[src/qcp_defs.svh]
// Constants for the converter prescaler and port-direction control slice
`ifndef QCP_DEFS_SVH
`define QCP_DEFS_SVH

// ==========================================================
// Register indices on the access port
`define QCP_IDX_CTRL0 2'h0
`define QCP_IDX_DDR 2'h1
`define QCP_IDX_DATA 2'h2
`define QCP_IDX_PIN 2'h3

// ==========================================================
// Field layout and reset values
`define QCP_DIV_W 7
`define QCP_DIV_RST 7'h00
`define QCP_DIV_MIN 7'h01
`define QCP_DDR_RST 16'h0000
`define QCP_DATA_RST 16'h0000

// ==========================================================
// Access latency in system clock cycles
`define QCP_LAT_IDLE 3'h3
`define QCP_LAT_BUSY 3'h4

`endif

[src/qcp_pkg.sv]
// Types for the converter prescaler and port-direction control slice
`default_nettype none
package qcp_pkg;
	typedef struct packed {
		logic we;
		logic [1:0] addr;
		logic [15:0] wdata;
	} qcp_req_type;

	typedef enum logic {
		QCP_IDLE,
		QCP_WAIT
	} qcp_state_type;
endpackage
`default_nettype wire

[src/qcp_ctrl.sv]
// Converter control slice: prescaler, second port direction, register access
// Function
// - Each second-port pin selectable input or output
// - All second-port pins are inputs after reset
// - Converter clock is system clock over field+1
// - Divider field zero behaves as one
// - Register access completes in three or four cycles
`include "qcp_defs.svh"
`default_nettype none
module qcp_ctrl #(
	parameter int PORT_W = 8
) (
	input wire logic clk_i,
	input wire logic rst_i,
	input wire logic req_i,
	input wire qcp_pkg::qcp_req_type req_data_i,
	output logic ready_o,
	output logic ack_o,
	output logic [15:0] rdata_o,
	input wire logic queue_busy_i,
	input wire logic [PORT_W-1:0] pin_i,
	output logic [PORT_W-1:0] pin_o,
	output logic [PORT_W-1:0] pin_oe_o,
	output logic qclk_tick_o,
	output logic qclk_o
);
	import qcp_pkg::*;

	qcp_state_type state_q;
	qcp_req_type req_q;
	logic [2:0] cnt_q;
	logic ack_q;
	logic [15:0] rdata_q;
	logic [15:0] rd_val;
	logic take;
	logic [`QCP_DIV_W-1:0] div_q;
	logic [PORT_W-1:0] ddr_q;
	logic [PORT_W-1:0] out_q;
	logic [PORT_W-1:0] sync1_q;
	logic [PORT_W-1:0] sync2_q;

	// ==========================================================
	// Access sequencing
	assign ready_o = (state_q == QCP_IDLE);
	assign take = ready_o && req_i;

	// Latency is fixed when the access is taken, so a queue that goes
	// busy midway cannot stretch an access already under way
	always_ff @(posedge clk_i) begin
		if (rst_i) begin
			state_q <= QCP_IDLE;
			cnt_q <= 3'h0;
		end else begin
			unique case (state_q)
				QCP_IDLE: begin
					if (take) begin
						state_q <= QCP_WAIT;
						cnt_q <= (queue_busy_i ? `QCP_LAT_BUSY : `QCP_LAT_IDLE) - 3'h1;
					end
				end
				QCP_WAIT: begin
					if (cnt_q == 3'h1) begin
						state_q <= QCP_IDLE;
					end
					cnt_q <= cnt_q - 3'h1;
				end
			endcase
		end
	end

	always_ff @(posedge clk_i) begin
		if (rst_i) begin
			req_q <= '0;
		end else if (take) begin
			req_q <= req_data_i;
		end
	end

	always_ff @(posedge clk_i) begin
		if (rst_i) begin
			ack_q <= 1'b0;
		end else begin
			ack_q <= (state_q == QCP_WAIT) && (cnt_q == 3'h1);
		end
	end
	assign ack_o = ack_q;

	// ==========================================================
	// Registers written at completion
	always_ff @(posedge clk_i) begin
		if (rst_i) begin
			div_q <= `QCP_DIV_RST;
		end else if (state_q == QCP_WAIT && cnt_q == 3'h1 && req_q.we
			&& req_q.addr == `QCP_IDX_CTRL0) begin
			div_q <= req_q.wdata[`QCP_DIV_W-1:0];
		end
	end

	always_ff @(posedge clk_i) begin
		if (rst_i) begin
			ddr_q <= PORT_W'(`QCP_DDR_RST);
		end else if (state_q == QCP_WAIT && cnt_q == 3'h1 && req_q.we
			&& req_q.addr == `QCP_IDX_DDR) begin
			ddr_q <= req_q.wdata[PORT_W-1:0];
		end
	end

	always_ff @(posedge clk_i) begin
		if (rst_i) begin
			out_q <= PORT_W'(`QCP_DATA_RST);
		end else if (state_q == QCP_WAIT && cnt_q == 3'h1 && req_q.we
			&& req_q.addr == `QCP_IDX_DATA) begin
			out_q <= req_q.wdata[PORT_W-1:0];
		end
	end

	// ==========================================================
	// Read path
	always_comb begin
		rd_val = 16'h0000;
		unique case (req_q.addr)
			`QCP_IDX_CTRL0: rd_val[`QCP_DIV_W-1:0] = div_q;
			`QCP_IDX_DDR: rd_val[PORT_W-1:0] = ddr_q;
			`QCP_IDX_DATA: rd_val[PORT_W-1:0] = out_q;
			`QCP_IDX_PIN: rd_val[PORT_W-1:0] = sync2_q;
		endcase
	end

	always_ff @(posedge clk_i) begin
		if (rst_i) begin
			rdata_q <= 16'h0000;
		end else if (state_q == QCP_WAIT && cnt_q == 3'h1 && !req_q.we) begin
			rdata_q <= rd_val;
		end
	end
	assign rdata_o = rdata_q;

	// ==========================================================
	// Second converter port pins
	always_ff @(posedge clk_i) begin
		if (rst_i) begin
			sync1_q <= '0;
			sync2_q <= '0;
		end else begin
			sync1_q <= pin_i;
			sync2_q <= sync1_q;
		end
	end

	// A set direction bit drives the pin of the same index
	assign pin_oe_o = ddr_q;
	assign pin_o = out_q;

	// ==========================================================
	// Prescaler
	qcp_prescaler u_prescaler (
		.clk_i(clk_i),
		.rst_i(rst_i),
		.div_i(div_q),
		.tick_o(qclk_tick_o),
		.qclk_o(qclk_o)
	);

	// ==========================================================
	// Checks
	a_lat_idle: assert property (@(posedge clk_i) disable iff (rst_i)
		(take && !queue_busy_i) |=> !ack_o ##1 !ack_o ##1 ack_o)
		else $error("idle access not done in three cycles");
	a_lat_busy: assert property (@(posedge clk_i) disable iff (rst_i)
		(take && queue_busy_i) |=> !ack_o ##1 !ack_o ##1 !ack_o ##1 ack_o)
		else $error("busy access not done in four cycles");
	a_reset_inputs: assert property (@(posedge clk_i)
		$past(rst_i) |-> (pin_oe_o == '0))
		else $error("port pin driven after reset");
	a_ddr_write: assert property (@(posedge clk_i) disable iff (rst_i)
		(state_q == QCP_WAIT && cnt_q == 3'h1 && req_q.we && req_q.addr == `QCP_IDX_DDR)
		|=> (pin_oe_o == $past(req_q.wdata[PORT_W-1:0])) && ack_o)
		else $error("direction write not applied to pins");
	a_ddr_hold: assert property (@(posedge clk_i) disable iff (rst_i)
		!(state_q == QCP_WAIT && cnt_q == 3'h1 && req_q.we && req_q.addr == `QCP_IDX_DDR)
		|=> $stable(pin_oe_o))
		else $error("pin direction changed without a write");
	a_div_write: assert property (@(posedge clk_i) disable iff (rst_i)
		(state_q == QCP_WAIT && cnt_q == 3'h1 && req_q.we && req_q.addr == `QCP_IDX_CTRL0)
		|=> div_q == $past(req_q.wdata[`QCP_DIV_W-1:0]))
		else $error("divider field not updated");
	a_div_hold: assert property (@(posedge clk_i) disable iff (rst_i)
		!(state_q == QCP_WAIT && cnt_q == 3'h1 && req_q.we && req_q.addr == `QCP_IDX_CTRL0)
		|=> $stable(div_q))
		else $error("divider field changed without a write");
	a_div_read: assert property (@(posedge clk_i) disable iff (rst_i)
		(state_q == QCP_WAIT && cnt_q == 3'h1 && !req_q.we && req_q.addr == `QCP_IDX_CTRL0)
		|=> rdata_o == 16'($past(div_q)))
		else $error("divider field read back wrong");
	a_qclk_reset: assert property (@(posedge clk_i)
		$past(rst_i) |-> !qclk_o)
		else $error("converter clock high out of reset");

	// ==========================================================
	// Port and access checks
	// Values must not drift between accesses, since software polls them
	a_data_write: assert property (@(posedge clk_i) disable iff (rst_i)
		(state_q == QCP_WAIT && cnt_q == 3'h1 && req_q.we && req_q.addr == `QCP_IDX_DATA)
		|=> pin_o == $past(req_q.wdata[PORT_W-1:0]))
		else $error("output data write not applied to pins");
	a_data_hold: assert property (@(posedge clk_i) disable iff (rst_i)
		!(state_q == QCP_WAIT && cnt_q == 3'h1 && req_q.we && req_q.addr == `QCP_IDX_DATA)
		|=> $stable(pin_o))
		else $error("pin output changed without a write");
	a_pin_sync: assert property (@(posedge clk_i) disable iff (rst_i)
		(!$past(rst_i) && !$past(rst_i, 2)) |-> sync2_q == $past(pin_i, 2))
		else $error("pin readback not two cycles behind the pins");
	a_ready_drop: assert property (@(posedge clk_i) disable iff (rst_i)
		take |=> !ready_o ##1 !ready_o)
		else $error("port ready during an access");
	a_ack_pulse: assert property (@(posedge clk_i) disable iff (rst_i)
		ack_o |=> !ack_o)
		else $error("completion pulse longer than one cycle");
	a_rdata_hold: assert property (@(posedge clk_i) disable iff (rst_i)
		!(state_q == QCP_WAIT && cnt_q == 3'h1 && !req_q.we)
		|=> $stable(rdata_o))
		else $error("read data changed without a read");
endmodule
`default_nettype wire

[src/qcp_prescaler.sv]
// Converter clock prescaler: divides the system clock by field plus one
`include "qcp_defs.svh"
`default_nettype none
module qcp_prescaler (
	input wire logic clk_i,
	input wire logic rst_i,
	input wire logic [`QCP_DIV_W-1:0] div_i,
	output logic tick_o,
	output logic qclk_o
);
	import qcp_pkg::*;

	logic [`QCP_DIV_W-1:0] top;
	logic [`QCP_DIV_W-1:0] cnt_q;
	logic [`QCP_DIV_W-1:0] cnt_d;
	logic qclk_q;
	logic [7:0] gap_q;
	logic [`QCP_DIV_W-1:0] div_prev_q;

	// ==========================================================
	// Divider
	// Zero is read as one, so the undivided clock never appears
	assign top = (div_i == '0) ? `QCP_DIV_MIN : div_i;
	// Counting 0..top gives top+1 system cycles per period
	assign cnt_d = (cnt_q >= top) ? '0 : cnt_q + `QCP_DIV_W'(1);
	assign tick_o = (cnt_q >= top);

	always_ff @(posedge clk_i) begin
		if (rst_i) begin
			cnt_q <= '0;
		end else begin
			cnt_q <= cnt_d;
		end
	end

	// High for the first top/2+1 cycles of each period, low for the rest
	always_ff @(posedge clk_i) begin
		if (rst_i) begin
			qclk_q <= 1'b0;
		end else begin
			qclk_q <= (cnt_d <= (top >> 1));
		end
	end
	assign qclk_o = qclk_q;

	// ==========================================================
	// Checks
	always_ff @(posedge clk_i) begin
		if (rst_i || tick_o) begin
			gap_q <= 8'h01;
		end else if (gap_q != 8'hff) begin
			gap_q <= gap_q + 8'h01;
		end
	end
	always_ff @(posedge clk_i) begin
		div_prev_q <= div_i;
	end

	a_tick_period: assert property (@(posedge clk_i) disable iff (rst_i)
		(tick_o && $stable(div_i) && div_i != '0 && $past(tick_o, 1) == 1'b0
			&& gap_q < 8'hff && div_prev_q == div_i && $past(rst_i) == 1'b0)
		|-> (gap_q == {1'b0, div_i} + 8'h01))
		else $error("prescaler period differs from divider plus one");
	a_zero_as_one: assert property (@(posedge clk_i) disable iff (rst_i)
		(div_i == '0 && $past(div_i) == '0 && tick_o) |=> !tick_o)
		else $error("zero divider produced undivided clock");
	a_tick_spacing: assert property (@(posedge clk_i) disable iff (rst_i)
		(tick_o && div_i == 7'h02) ##1 (div_i == 7'h02)[*3]
		|-> tick_o && !$past(tick_o) && !$past(tick_o, 2))
		else $error("divide by three period wrong");
endmodule
`default_nettype wire
[config.mk]
export PLATFORM = sky130hd
export DESIGN_NAME = qcp_ctrl
export DESIGN_NICKNAME = d
export VERILOG_FILES = /design/src/qcp_pkg.sv /design/src/qcp_ctrl.sv /design/src/qcp_prescaler.sv
export VERILOG_INCLUDE_DIRS = /design/src /design/src/src
export SDC_FILE = /design/constraint.sdc
export NUM_CORES = 1
export LEC_CHECK = 0
export ABC_AREA = 1
export BUFFER_PORTS_ARGS = -buffer_cell sky130_fd_sc_hd__buf_2
export CORE_MARGIN = 3
export CORE_UTILIZATION = 54
export CTS_CLUSTER_SIZE = 20
export DETAILED_ROUTE_END_ITERATION = 8
export PLACE_DENSITY = 0.79
export SLEW_MARGIN = 20
export SYNTH_ARGS = -nofsm -noshare
export SYNTH_HDL_FRONTEND = slang
export SYNTH_SLANG_ARGS = --single-unit
[constraint.sdc]
create_clock -name clk_i -period 2.88 [get_ports clk_i]
set_clock_uncertainty 0.2 [all_clocks]
set_input_delay 0 -clock clk_i [delete_from_list [all_inputs] [get_ports clk_i]]
set_output_delay 0 -clock clk_i [all_outputs]
set_load 0.01 [all_outputs]
== After elaboration in Yosys (flattened, before gate mapping) ==
Index checks and enable logic that the tools add are counted.

* Input bits: 31
* Logic and storage cells: 45
* Flip-flop bits (word level): 71
* Output and inout port bits: 36

* Eq/ne operators: 5
* $add $sub $neg: 3
* Order comparisons: 2
* Bitwise logic cells: 1
* Reductions and logical operators: 10
* Multiplexer cells: 10

{| class="wikitable"
|+ Operators by type and width
! kind !! number
|-
| case mux 7 bit (4 select lines) || 1
|-
| 2-to-1 mux 7 bit || 2
|-
| adder 7 x 1 -> 7 bit, second input constant || 1
|-
| greater-or-equal comparator 7 bit || 1
|-
| less-or-equal comparator 7 x 6 -> 1 bit || 1
|-
| logical AND 1 bit || 7
|-
| logical NOT 7 bit || 1
|-
| 2-to-1 mux 3 bit || 2
|-
| case mux 3 bit (2 select lines) || 1
|-
| subtractor 3 x 1 -> 3 bit, second input constant || 2
|-
| equality test 2 bit, second input constant || 2
|-
| equality test 3 x 1 -> 1 bit, second input constant || 1
|-
| case mux 1 bit (3 select lines) || 1
|-
| equality test 2 x 1 -> 1 bit, second input constant || 1
|-
| logical NOT 2 bit || 1
|-
| 2-to-1 mux 1 bit || 2
|-
| inequality test 2 x 1 -> 1 bit, second input constant || 1
|-
| case mux 1 bit (2 select lines) || 1
|-
| logical NOT 1 bit || 1
|-
| NOT 1 bit || 1
|}

== Depth between registers and ports, before layout ==
Gate-level depths: netlist (run 1).

* Word-level depth: 5
* Depth in mapped cells: 20
* Mapped depth without buffers: 19

== By module ==
A second synthesis (run 1) with hierarchy kept.

* Cells, all modules: 436
* Area total of the unflattened synthesis: 3246.9 um^2

{| class="wikitable"
|+ By module, submodules not included
! module !! sequential area each (um^2) !! cells each !! times used !! area an instance (um^2)
|-
| qcp_ctrl || 1261.2 || 323 || 1 || 2483.6
|-
| qcp_prescaler || 160.2 || 113 || 1 || 763.2
|}

== Worst setup path before layout (run 1) ==
Ideal clock, no wire load.

* Kind: reg-to-reg
* From: register div_q[4]
* To: register u_prescaler.qclk_q (netlist: u_prescaler.qclk_o)
* Data required time: 2.616 ns
* Clock period less this slack: 2.510 ns
* Stages on the path, launching flop included: 21
* Library setup time: 0.064 ns
* Slack: 0.370 ns
* Data arrival time: 2.246 ns
* Path buffers: 1
* Cells stage by stage: dfxtp_1 > inv_1 > nand4_1 > o31ai_1 > ha_1 > inv_1 > nand2_1 > nand2_1 > nand2_1 > nand2_1 > nand2_1 > clkbuf_1 > nor2_1 > ha_1 > a21oi_1 > nand2_1 > nand2_1 > nand2_1 > nand2_1 > nand2_1 > nor2_1

* Longest elaborated chain between the ends: 5

{| class="wikitable"
|+ RTL lines
! element !! line !! RTL
|-
| from (decl) || qcp_ctrl.sv:36 || <nowiki>logic [`QCP_DIV_W-1:0] div_q;</nowiki>
|-
| from (signal assigned) || qcp_ctrl.sv:92 || <nowiki>div_q <= `QCP_DIV_RST;</nowiki>
|-
| from (signal assigned) || qcp_ctrl.sv:95 || <nowiki>div_q <= req_q.wdata[`QCP_DIV_W-1:0];</nowiki>
|-
| logical NOT 7 bit || qcp_prescaler.sv:23 || <nowiki>assign top = (div_i == '0) ? `QCP_DIV_MIN : div_i;</nowiki>
|-
| 2-to-1 mux 7 bit (*) || qcp_prescaler.sv:23 ||
|-
| greater-or-equal comparator 7 bit (*) || -- ||
|-
| net qclk_tick_o || qcp_ctrl.sv:24 || <nowiki>output logic qclk_tick_o,</nowiki>
|-
| 2-to-1 mux 7 bit (*) || qcp_prescaler.sv:25 || <nowiki>assign cnt_d = (cnt_q >= top) ? '0 : cnt_q + `QCP_DIV_W'(1);</nowiki>
|-
| net u_prescaler.cnt_d[2] || qcp_prescaler.sv:15 || <nowiki>logic [`QCP_DIV_W-1:0] cnt_d;</nowiki>
|-
| less-or-equal comparator 7 x 6 -> 1 bit (*) || qcp_prescaler.sv:41 || <nowiki>qclk_q <= (cnt_d <= (top >> 1));</nowiki>
|-
| to (signal assigned) || qcp_prescaler.sv:41 ||
|-
| to (decl) || qcp_prescaler.sv:16 || <nowiki>logic qclk_q;</nowiki>
|}

The timed path passes the listed nets; every way through them passes the cells marked *.
A chain may end at the register's enable or synchronous reset.

== Worst setup path after layout (run 1) ==
* From: register div_q[5]
* To: register u_prescaler.qclk_q (netlist: u_prescaler.qclk_o)

* Longest elaborated chain between the ends: 5

{| class="wikitable"
|+ RTL lines
! element !! line
|-
| logical NOT 7 bit || qcp_prescaler.sv:23
|-
| 2-to-1 mux 7 bit (*) || qcp_prescaler.sv:23
|-
| greater-or-equal comparator 7 bit (*) || qcp_prescaler.sv:25
|-
| 2-to-1 mux 7 bit (*) || qcp_prescaler.sv:25
|-
| net u_prescaler.cnt_d[2] || qcp_prescaler.sv:15
|-
| less-or-equal comparator 7 x 6 -> 1 bit (*) || qcp_prescaler.sv:41
|}

Marked as above.

==> impl.org, run 1 <==
** GRT
- Number of antenna violations at the first check in global routing :: 0
- Total global routing track utilization :: 0.2235
- The first global-routing pass estimated 12.55 mm of wire.
- The total overflow left after global routing is 0.
- The number of global-route vias before repair came to 2814.
- Entering global routing, the biggest net connects 40 pins.

** Detailed routing
- Average detailed-routed wire length per instance :: 12.73 µm
- Antenna violation net count after detailed routing :: 0
- In the routed design, unresolved DRC markers number 0.
- Using the TritonRoute via totals, the vias-per-cell ratio works out to 4.932.
- The detailed router placed 2910 vias in this run.
- The pre-antenna-repair detailed-routing pass consisted of 4 iterations.
- The detailed router finished its first iteration with 176 violations.
- Wires add up to 7.512 mm.

** Yosys
- The average instance in the mapped netlist occupies 7.327 µm².
- Top cell type's share of synthesized area :: 0.4439
- Most repeated cell in the gate-level netlist after synthesis :: nor2_1
- Yosys mapped the design onto 34 distinct sky130hd cell types.
- By count the netlist is led by 91 x nor2_1, 73 x nand2_1, 71 x dfxtp_1, 63 x inv_1, 36 x o21ai_0.
- The cell count after synthesis came out at 437.
- Main flop type after synthesis :: dfxtp_1
- Biggest area contributors in the synthesized netlist :: dfxtp_1 44%, nor2_1 11%, nand2_1 8.6%
- Post-synth top area cell :: dfxtp_1
- After synthesis the netlist holds a flip-flop and latch count of 71.
- Share of async-settable or async-resettable flops after synthesis :: 0
- The synthesized netlist occupies a cell area of 3202 µm².
- Of the synthesized area, sequential elements account for 0.4439.
- Number of flops mapped to enable cells by yosys :: 0
- Synthesis warning total :: 0

** Place
- # port buffers :: 50
- Detailed placer's ending HPWL :: 4.978 mm
- Summing all placed instances gives a cell area of 3428 µm².
- Placer congestion estimate :: 0.8862

** Critical path
- Cell with the largest stage delay on the worst path :: dfxtp_1
- Cell family with most CP delay :: simple AND/OR/NAND/NOR gates
- FF-to-FF path depth :: 19
- Worst R2R Start :: div_q[5]
- The worst setup path is of the flip-flop to flip-flop kind.
- The signal on the critical path passes through inv_1 > nand4_1 > o31ai_2 > ha_1 > inv_1 > nand2_1 > nand2_1 > nand2_1 > nand2_1 > nand2_2 > nor2_1 > ha_1 > a21oi_1 > nand2_1 > nand2_1 > nand2_1 > nand2_1 > nand2_1 > nor2_1.
- Critical path data arrival time :: 2700 ps
- Highest net fanout along the worst path :: 7
- Nature of the critical path endpoint :: flip-flop
- Critical Path Start Type :: flip-flop
- Setup slack of the most critical reg-to-reg path :: 270 ps
- Most Frequent Cell on Critical Path :: nand2_1
- Reg-to-Reg End :: u_prescaler.qclk_o
- Worst setup endpoint :: u_prescaler.qclk_o
- Tracing the worst setup path back leads to its startpoint at div_q[5].
- Counting both buffers and inverters, the worst setup path holds a total of 2.
- WP depth :: 19
- Longest individual stage delay on the worst path :: 320 ps
- STA puts the critical path data required time at 2970 ps.

** Clocking
- Number of clock sinks :: 71
- Clock latency at the later pin of the worst-skew pair :: 350 ps
- TritonCTS clock tree :: built
- TritonCTS created 9 clock buffers.
- Depth of the CTS H-tree :: 3
- Clock root buffer master :: clkbuf_8
- No sink is reached through more buffers than the 2 on the longest clock path.
- Setup fix buffers added after clock tree synthesis :: 0
- Clk slew on worst S/H paths :: 80 ps

** Floorplan
- The die covers 6889 µm².
- For this configuration, the core starts out at a cell density of 0.5710.
- For this design the top-level I/O count stands at 67.
- The die is 83 µm wide.
- The die is 83 µm tall.
- The floorplan step defined a core boundary enclosing 5608 µm².
- The initialized floorplan defines 27 standard-cell rows.

** STA
- Post-layout min period :: 2610 ps
- Based on the critical path, the design can be clocked at up to 0.3831 GHz.
- Hold timing on the final database bottoms out at a slack of 210.3 ps.
- Of the available clock period, the critical path in the final layout requires 0.9064.
- The worst pin sits at a relative slew slack of 0.3208.
- Max-slew violation count :: 0
- Setup Viol. Count Final :: 0
- The hold violation total from the final report was 0.
- At the pin with the least slew margin, the transition time is 1018 ps.

** Power
- VDD sags by at most 0.0005469 V.
- Power per standard cell area :: 626.2 nW/µm²
- The analysis attributes to cell leakage a power of 0.001915 µW.

** Finish
- The area growth from synthesis to layout is 24.35%.
- Of the cells placed in the final design, the portion with a size suffix greater than 1 is 0.1602.
- The number of antenna diodes in the final layout is 0.
- Sequential cell area in the final layout :: 1421 µm²
- After routing the design area is 3981 µm².
- Multi-input combinational cell area :: 1415 µm²
- Layout Nets :: 561
- Filler cell count in the final layout :: 463

** Outcome
- The flow ran to the end, and the final reports show no timing, DRC or antenna violations.

** Hold path
- Hold WC Path Type :: flip-flop to flip-flop

** Run
- Max-capacitance violation count :: 0
## stage by stage
step                        util  power (µW)  setup WS [ps]  setup TNS (ps)  std cells
after floorplan                -        1395          370.1               0        444
after global placement    0.6113        1500          309.0               0        544
after detailed placement  0.6113        1517          201.0               0        544
after CTS                 0.7082        2484          191.4               0        590
after global routing      0.7100        2627         -13.97          -13.97        590
final                     0.7100        2493          269.5               0        590
## sequential cells by signal, summed over array words and instances, names as in the netlist
| signal | cells |
|---|---|
| div_q | 7 |
| u_prescaler.cnt_q | 7 |
| cnt_q | 3 |
| u_prescaler.qclk_o | 1 |
| pin_oe_o | 8 |
| rdata_o | 8 |
| state_q | 1 |
| req_q | 11 |
| ack_o | 1 |
| sync2_q | 8 |
| pin_o | 8 |
| sync1_q | 8 |
## routing by layer
layer | up-vias | global-route usage | wire length [µm]
met2 | 84 | 0.3797 | 3729
li1 | 1496 | - | -
met5 | - | 0 | 0
met3 | 16 | 0.05754 | 372
met4 | 0 | 0.09361 | 149
met1 | 1314 | 0.2670 | 3261
## what timing repair did
item                                    4_1_cts  5_1_grt
gates resized for setup                       0        5
endpoints found under the hold margin        38        0
hold buffers                                 31        0
endpoints found under the setup margin        0        1
## worst register-to-register path, stage by stage (launching register included)
cell,delay [ps]
dfxtp_1,320
inv_1,100
nand4_1,120
o31ai_2,190
ha_1,260
inv_1,60
nand2_1,40
nand2_1,50
nand2_1,40
nand2_1,110
nand2_2,120
nor2_1,130
ha_1,260
a21oi_1,140
nand2_1,60
nand2_1,50
nand2_1,50
nand2_1,60
nand2_1,60
nor2_1,120
## where the power goes
part | internal, µW | leakage, µW | switching, µW
combinational | 192 | 0.00122 | 265
clock | 570 | 0.000119 | 381
sequential | 1030 | 0.000580 | 50.8
total | 1800 | 0.00192 | 697
## layout by cell type, fill, tap and decap left out, types with 3 or more instances in the layout
master	n
bufinv_16	3
nor2_2	3
nor3_1	6
buf_2	50
o21ai_0	36
clkbuf_8	9
nand4_1	6
dfxtp_1	71
inv_2	3
nand3_1	10
inv_1	61
conb_1	8
nor2_1	90
a21oi_1	19
nand2_1	72
dlygate4sd3_1	31
ha_1	16
## how the worst min path moves through the flow
stage / from / end / slack [ps] / cells after the start
global placement: pin_i[1] / sync1_q[1] / 0.02 / 3
detailed placement: pin_i[2] / sync1_q[2] / 7 / 3
finish: sync1_q[0] / sync2_q[0] / 210 / 2
global route: sync1_q[4] / sync2_q[4] / 230 / 2
floorplan: pin_i[0] / sync1_q[0] / -90 / 2
CTS: sync1_q[2] / sync2_q[2] / 210 / 2
## cell families (layout without fill, tap and decap cells)
kind of cell    count (synthesis)  after routing  synth area share
flops                          71             71            0.4439
compound gates                 63             63            0.1063
buf+inv                        89            163            0.1254
other cells                     1              8          0.001171
xor+xnor                        3              3          0.008208
fa+ha+maj                      16             16           0.06252
simple gates                  194            194            0.2524
## area by class of cell
class / instances / share of cell area
clock buffer: 9 / 0.03111
clock inverter: 6 / 0.02734
inverter: 65 / 0.06191
multi-input combinational: 284 / 0.3554
sequential: 71 / 0.3570
tap: 72 / 0.02263
timing repair buffer: 83 / 0.1446
Note: power is estimated with default switching activity, not from simulation.
==> inputs of run 2 (changes only) <==
CORE_ASPECT_RATIO = 1.5   (was not set)
CORE_MARGIN = 1   (was 3)
==> impl.org, run 2 (synthesis gave the netlist of run 1 again) <==
** Outcome
- Result of the run :: completed (unchanged)

** Finish
- The number of inserted filler cells in the final layout is 499 (was 463).
- The most common cell after layout, fill and taps aside is nor2_1 (unchanged).
- The area of combinational cells with multiple inputs came to 1423 µm² (was 1415 µm²).
- The fraction of layout cells with a size suffix above 1 came to 0.1544 (was 0.1602).
- Reg with most FFs :: req_q (unchanged)
- Area growth from synthesis to final layout :: 23.76% (was 24.35%)
- Layout Nets :: 560 (was 561)
- The count of inserted antenna diode cells is 0 (unchanged).
- The sequential standard cell area is 1421 µm² (unchanged).
- Commonest cells after routing, fill and taps aside: 90 x nor2_1, 71 x nand2_1, 71 x dfxtp_1, 63 x inv_1, 50 x buf_2 (was 90 x nor2_1, 72 x nand2_1, 71 x dfxtp_1, 61 x inv_1, 50 x buf_2).
- Number of flip-flops in the largest register :: 11 (unchanged)

** Place
- # port buffers :: 50 (unchanged)
- Detailed placer's ending HPWL :: 4.846 mm (was 4.978 mm)
- The global placement routability congestion was 0.8561 (was 0.8862).
- The post-placement setup slack is 81.00 ps (was 201.0 ps).

** GRT
- Total global routing track utilization :: 0.2412 (was 0.2235)
- The number of global-route vias before repair came to 2548 (was 2814).
- The total global routing overflow was 0 (unchanged).
- Number of antenna violations at the first check in global routing :: 0 (unchanged)
- Global-route wire length before repair :: 11.22 mm (was 12.55 mm)
- Maximum number of pins on one net before global-route repair :: 40 (unchanged)

** Critical path
- The arrival time at the worst endpoint was 2720 ps (was 2700 ps).
- Nature of the critical path endpoint :: flip-flop (unchanged)
- The kind of launch point of the worst setup path was a flip-flop (unchanged).
- Setup Crit Path Kind :: flip-flop to flip-flop (unchanged)
- Worst path required time :: 2970 ps (about the same)
- The source of the critical timing path is div_q[3] (was div_q[5]).
- Highest net fanout along the worst path :: 11 (was 7)
- Worst R2R Start :: div_q[3] (was div_q[5])

** STA
- The hold violation total from the final report came to 0 (unchanged).
- Max-slew violation count :: 0 (unchanged)
- Setup Viol. Count Final :: 0 (unchanged)
- Share of the clock period used by the worst path after layout :: 0.9128 (was 0.9064)
- Maximum operating frequency :: 0.3804 GHz (was 0.3831 GHz)
- Slew at the pin with the worst max-slew slack :: 965.7 ps (was 1018 ps)
- Max-Slew Margin vs Limit :: 0.3555 (was 0.3208)
- Summed negative setup slack over all endpoints :: 0 ps (unchanged)
- Setup repair after global routing left no endpoint under its margin.
- Worst-case setup margin in the final layout :: 251.2 ps (was 269.5 ps)
- The final period demand of the worst path came to 2629 ps (was 2610 ps).

** Detailed routing
- The vias per cell was 4.878 (was 4.932).
- The detail-routed net length per standard cell was 12.20 µm (was 12.73 µm).
- The final routed wirelength across all metal layers is 7.197 mm (was 7.512 mm).
- The number of antenna-violating nets in the routed design is 0 (unchanged).
- Number of iterations in the first detailed-routing pass :: 4 (unchanged)
- Iteration-0 DRC Markers :: 140 (was 176)
- The via count is 2878 (was 2910).
- The post-detailed-route DRC marker count was 0 (unchanged).

** Floorplan
- Die footprint :: 6247 µm² (was 6889 µm²)
- Starting density of the core :: 0.5575 (was 0.5710)
- Number of I/O pins :: 67 (unchanged)
- The width of the die was 64.87 µm (was 83 µm).
- Vertical die dimension :: 96.31 µm (was 83 µm)
- Count of standard-cell rows :: 34 (was 27)
- Core area :: 5743 µm² (was 5608 µm²)

** Hold path
- Hold WC Path Type :: flip-flop to flip-flop (unchanged)
- Startpoint of the worst hold path :: sync1_q[6] (was sync1_q[0])

** Clocking
- The clock transition at the register clock pins on the worst setup and hold paths after CTS is 70 ps (was 80 ps).
- Clock root buffer master :: clkbuf_8 (unchanged)
- The later-pin clock latency in the skew report was 360 ps (was 350 ps).
- The H-tree depth reported by CTS came to 3 (unchanged).
- TritonCTS clock tree :: built (unchanged)
- Number of clock sinks :: 71 (unchanged)
- The post-CTS setup buffer count is 0 (unchanged).
- The maximum count of clock buffers along a single path came to 2 (unchanged).
- CTS buffer count :: 9 (unchanged)

** Power
- The largest vdd supply drop is 0.0005488 V (was 0.0005469 V).
- The power per cell area was 604.1 nW/µm² (was 626.2 nW/µm²).
- Lkg Pwr :: 0.001902 µW (was 0.001915 µW)

** Run
- Max-capacitance violation count :: 0 (unchanged)
-- run 2: cell types whose count changed in the layout (fill, tap and decap cells not counted) --
| cell | before | now |
|---|---|---|
| inv_2 | 3 | 1 |
| clkbuf_1 | 0 | 1 |
| nand2_4 | 0 | 1 |
| nand2_1 | 72 | 71 |
| inv_1 | 61 | 63 |
| buf_4 | 2 | 0 |
| clkinv_2 | 2 | 3 |
| dlygate4sd3_1 | 31 | 32 |
| bufinv_16 | 3 | 2 |
-- run 2: area by class of cell --
class | instances | area share
timing repair buffer | 82 | 0.1440
multi-input combinational | 284 | 0.3590
inverter | 65 | 0.06220
clock inverter | 6 | 0.02116
clock buffer | 10 | 0.03221
tap | 72 | 0.02273
sequential | 71 | 0.3587
-- run 2: timing repair --
action | in CTS | in global routing
setup endpoints to repair | 0 | 1
gates resized for setup | 0 | 5
hold buffers | 32 | 0
hold endpoints to repair | 34 | 0
-- run 2: layer usage --
layer,up-vias,track usage,part of all wire
li1,1495,-,-
met1,1307,0.2657,0.41
met2,58,0.4271,0.52
met3,18,0.03673,0.035
met4,0,0.1519,0.030
met5,-,0,0
-- run 2: worst paths after layout --
kind                                           end  slack (ps)  cells past startpoint
worst max register to register  u_prescaler.qclk_o         250                     19
worst min-delay path                    sync2_q[6]         200                      2
worst min register to register          sync2_q[6]         200                      2
worst max-delay path            u_prescaler.qclk_o         250                     19
-- run 2: stage by stage --
step	instances	hold WS, ps	area [µm²]	total power, µW	util
after detailed placement	542	7.000	3413	1482	0.5943
after global placement	542	-2.824	3413	1468	0.5943
after floorplan	444	-93.03	3228	1395	-
after CTS	590	202.1	3945	2375	0.6869
final	590	200.5	3963	2394	0.6900
after global routing	590	219.0	3963	2509	0.6900
-- run 2: critical path: stages (launching register included) --
cell	delay [ps]
dfxtp_1	310
inv_1	120
nand4_1	110
o31ai_2	220
ha_1	270
inv_1	50
nand2_1	40
nand2_1	50
nand2_1	60
nand2_2	100
nand2_4	100
nor2_1	130
ha_1	270
a21oi_1	150
nand2_1	70
nand2_1	60
nand2_1	40
nand2_1	50
nand2_1	50
nor2_1	100
-- run 2: power by group --
part | internal [µW] | switching, µW
logic | 185 | 266
registers | 1030 | 45.0
clock network | 486 | 377
total | 1710 | 689
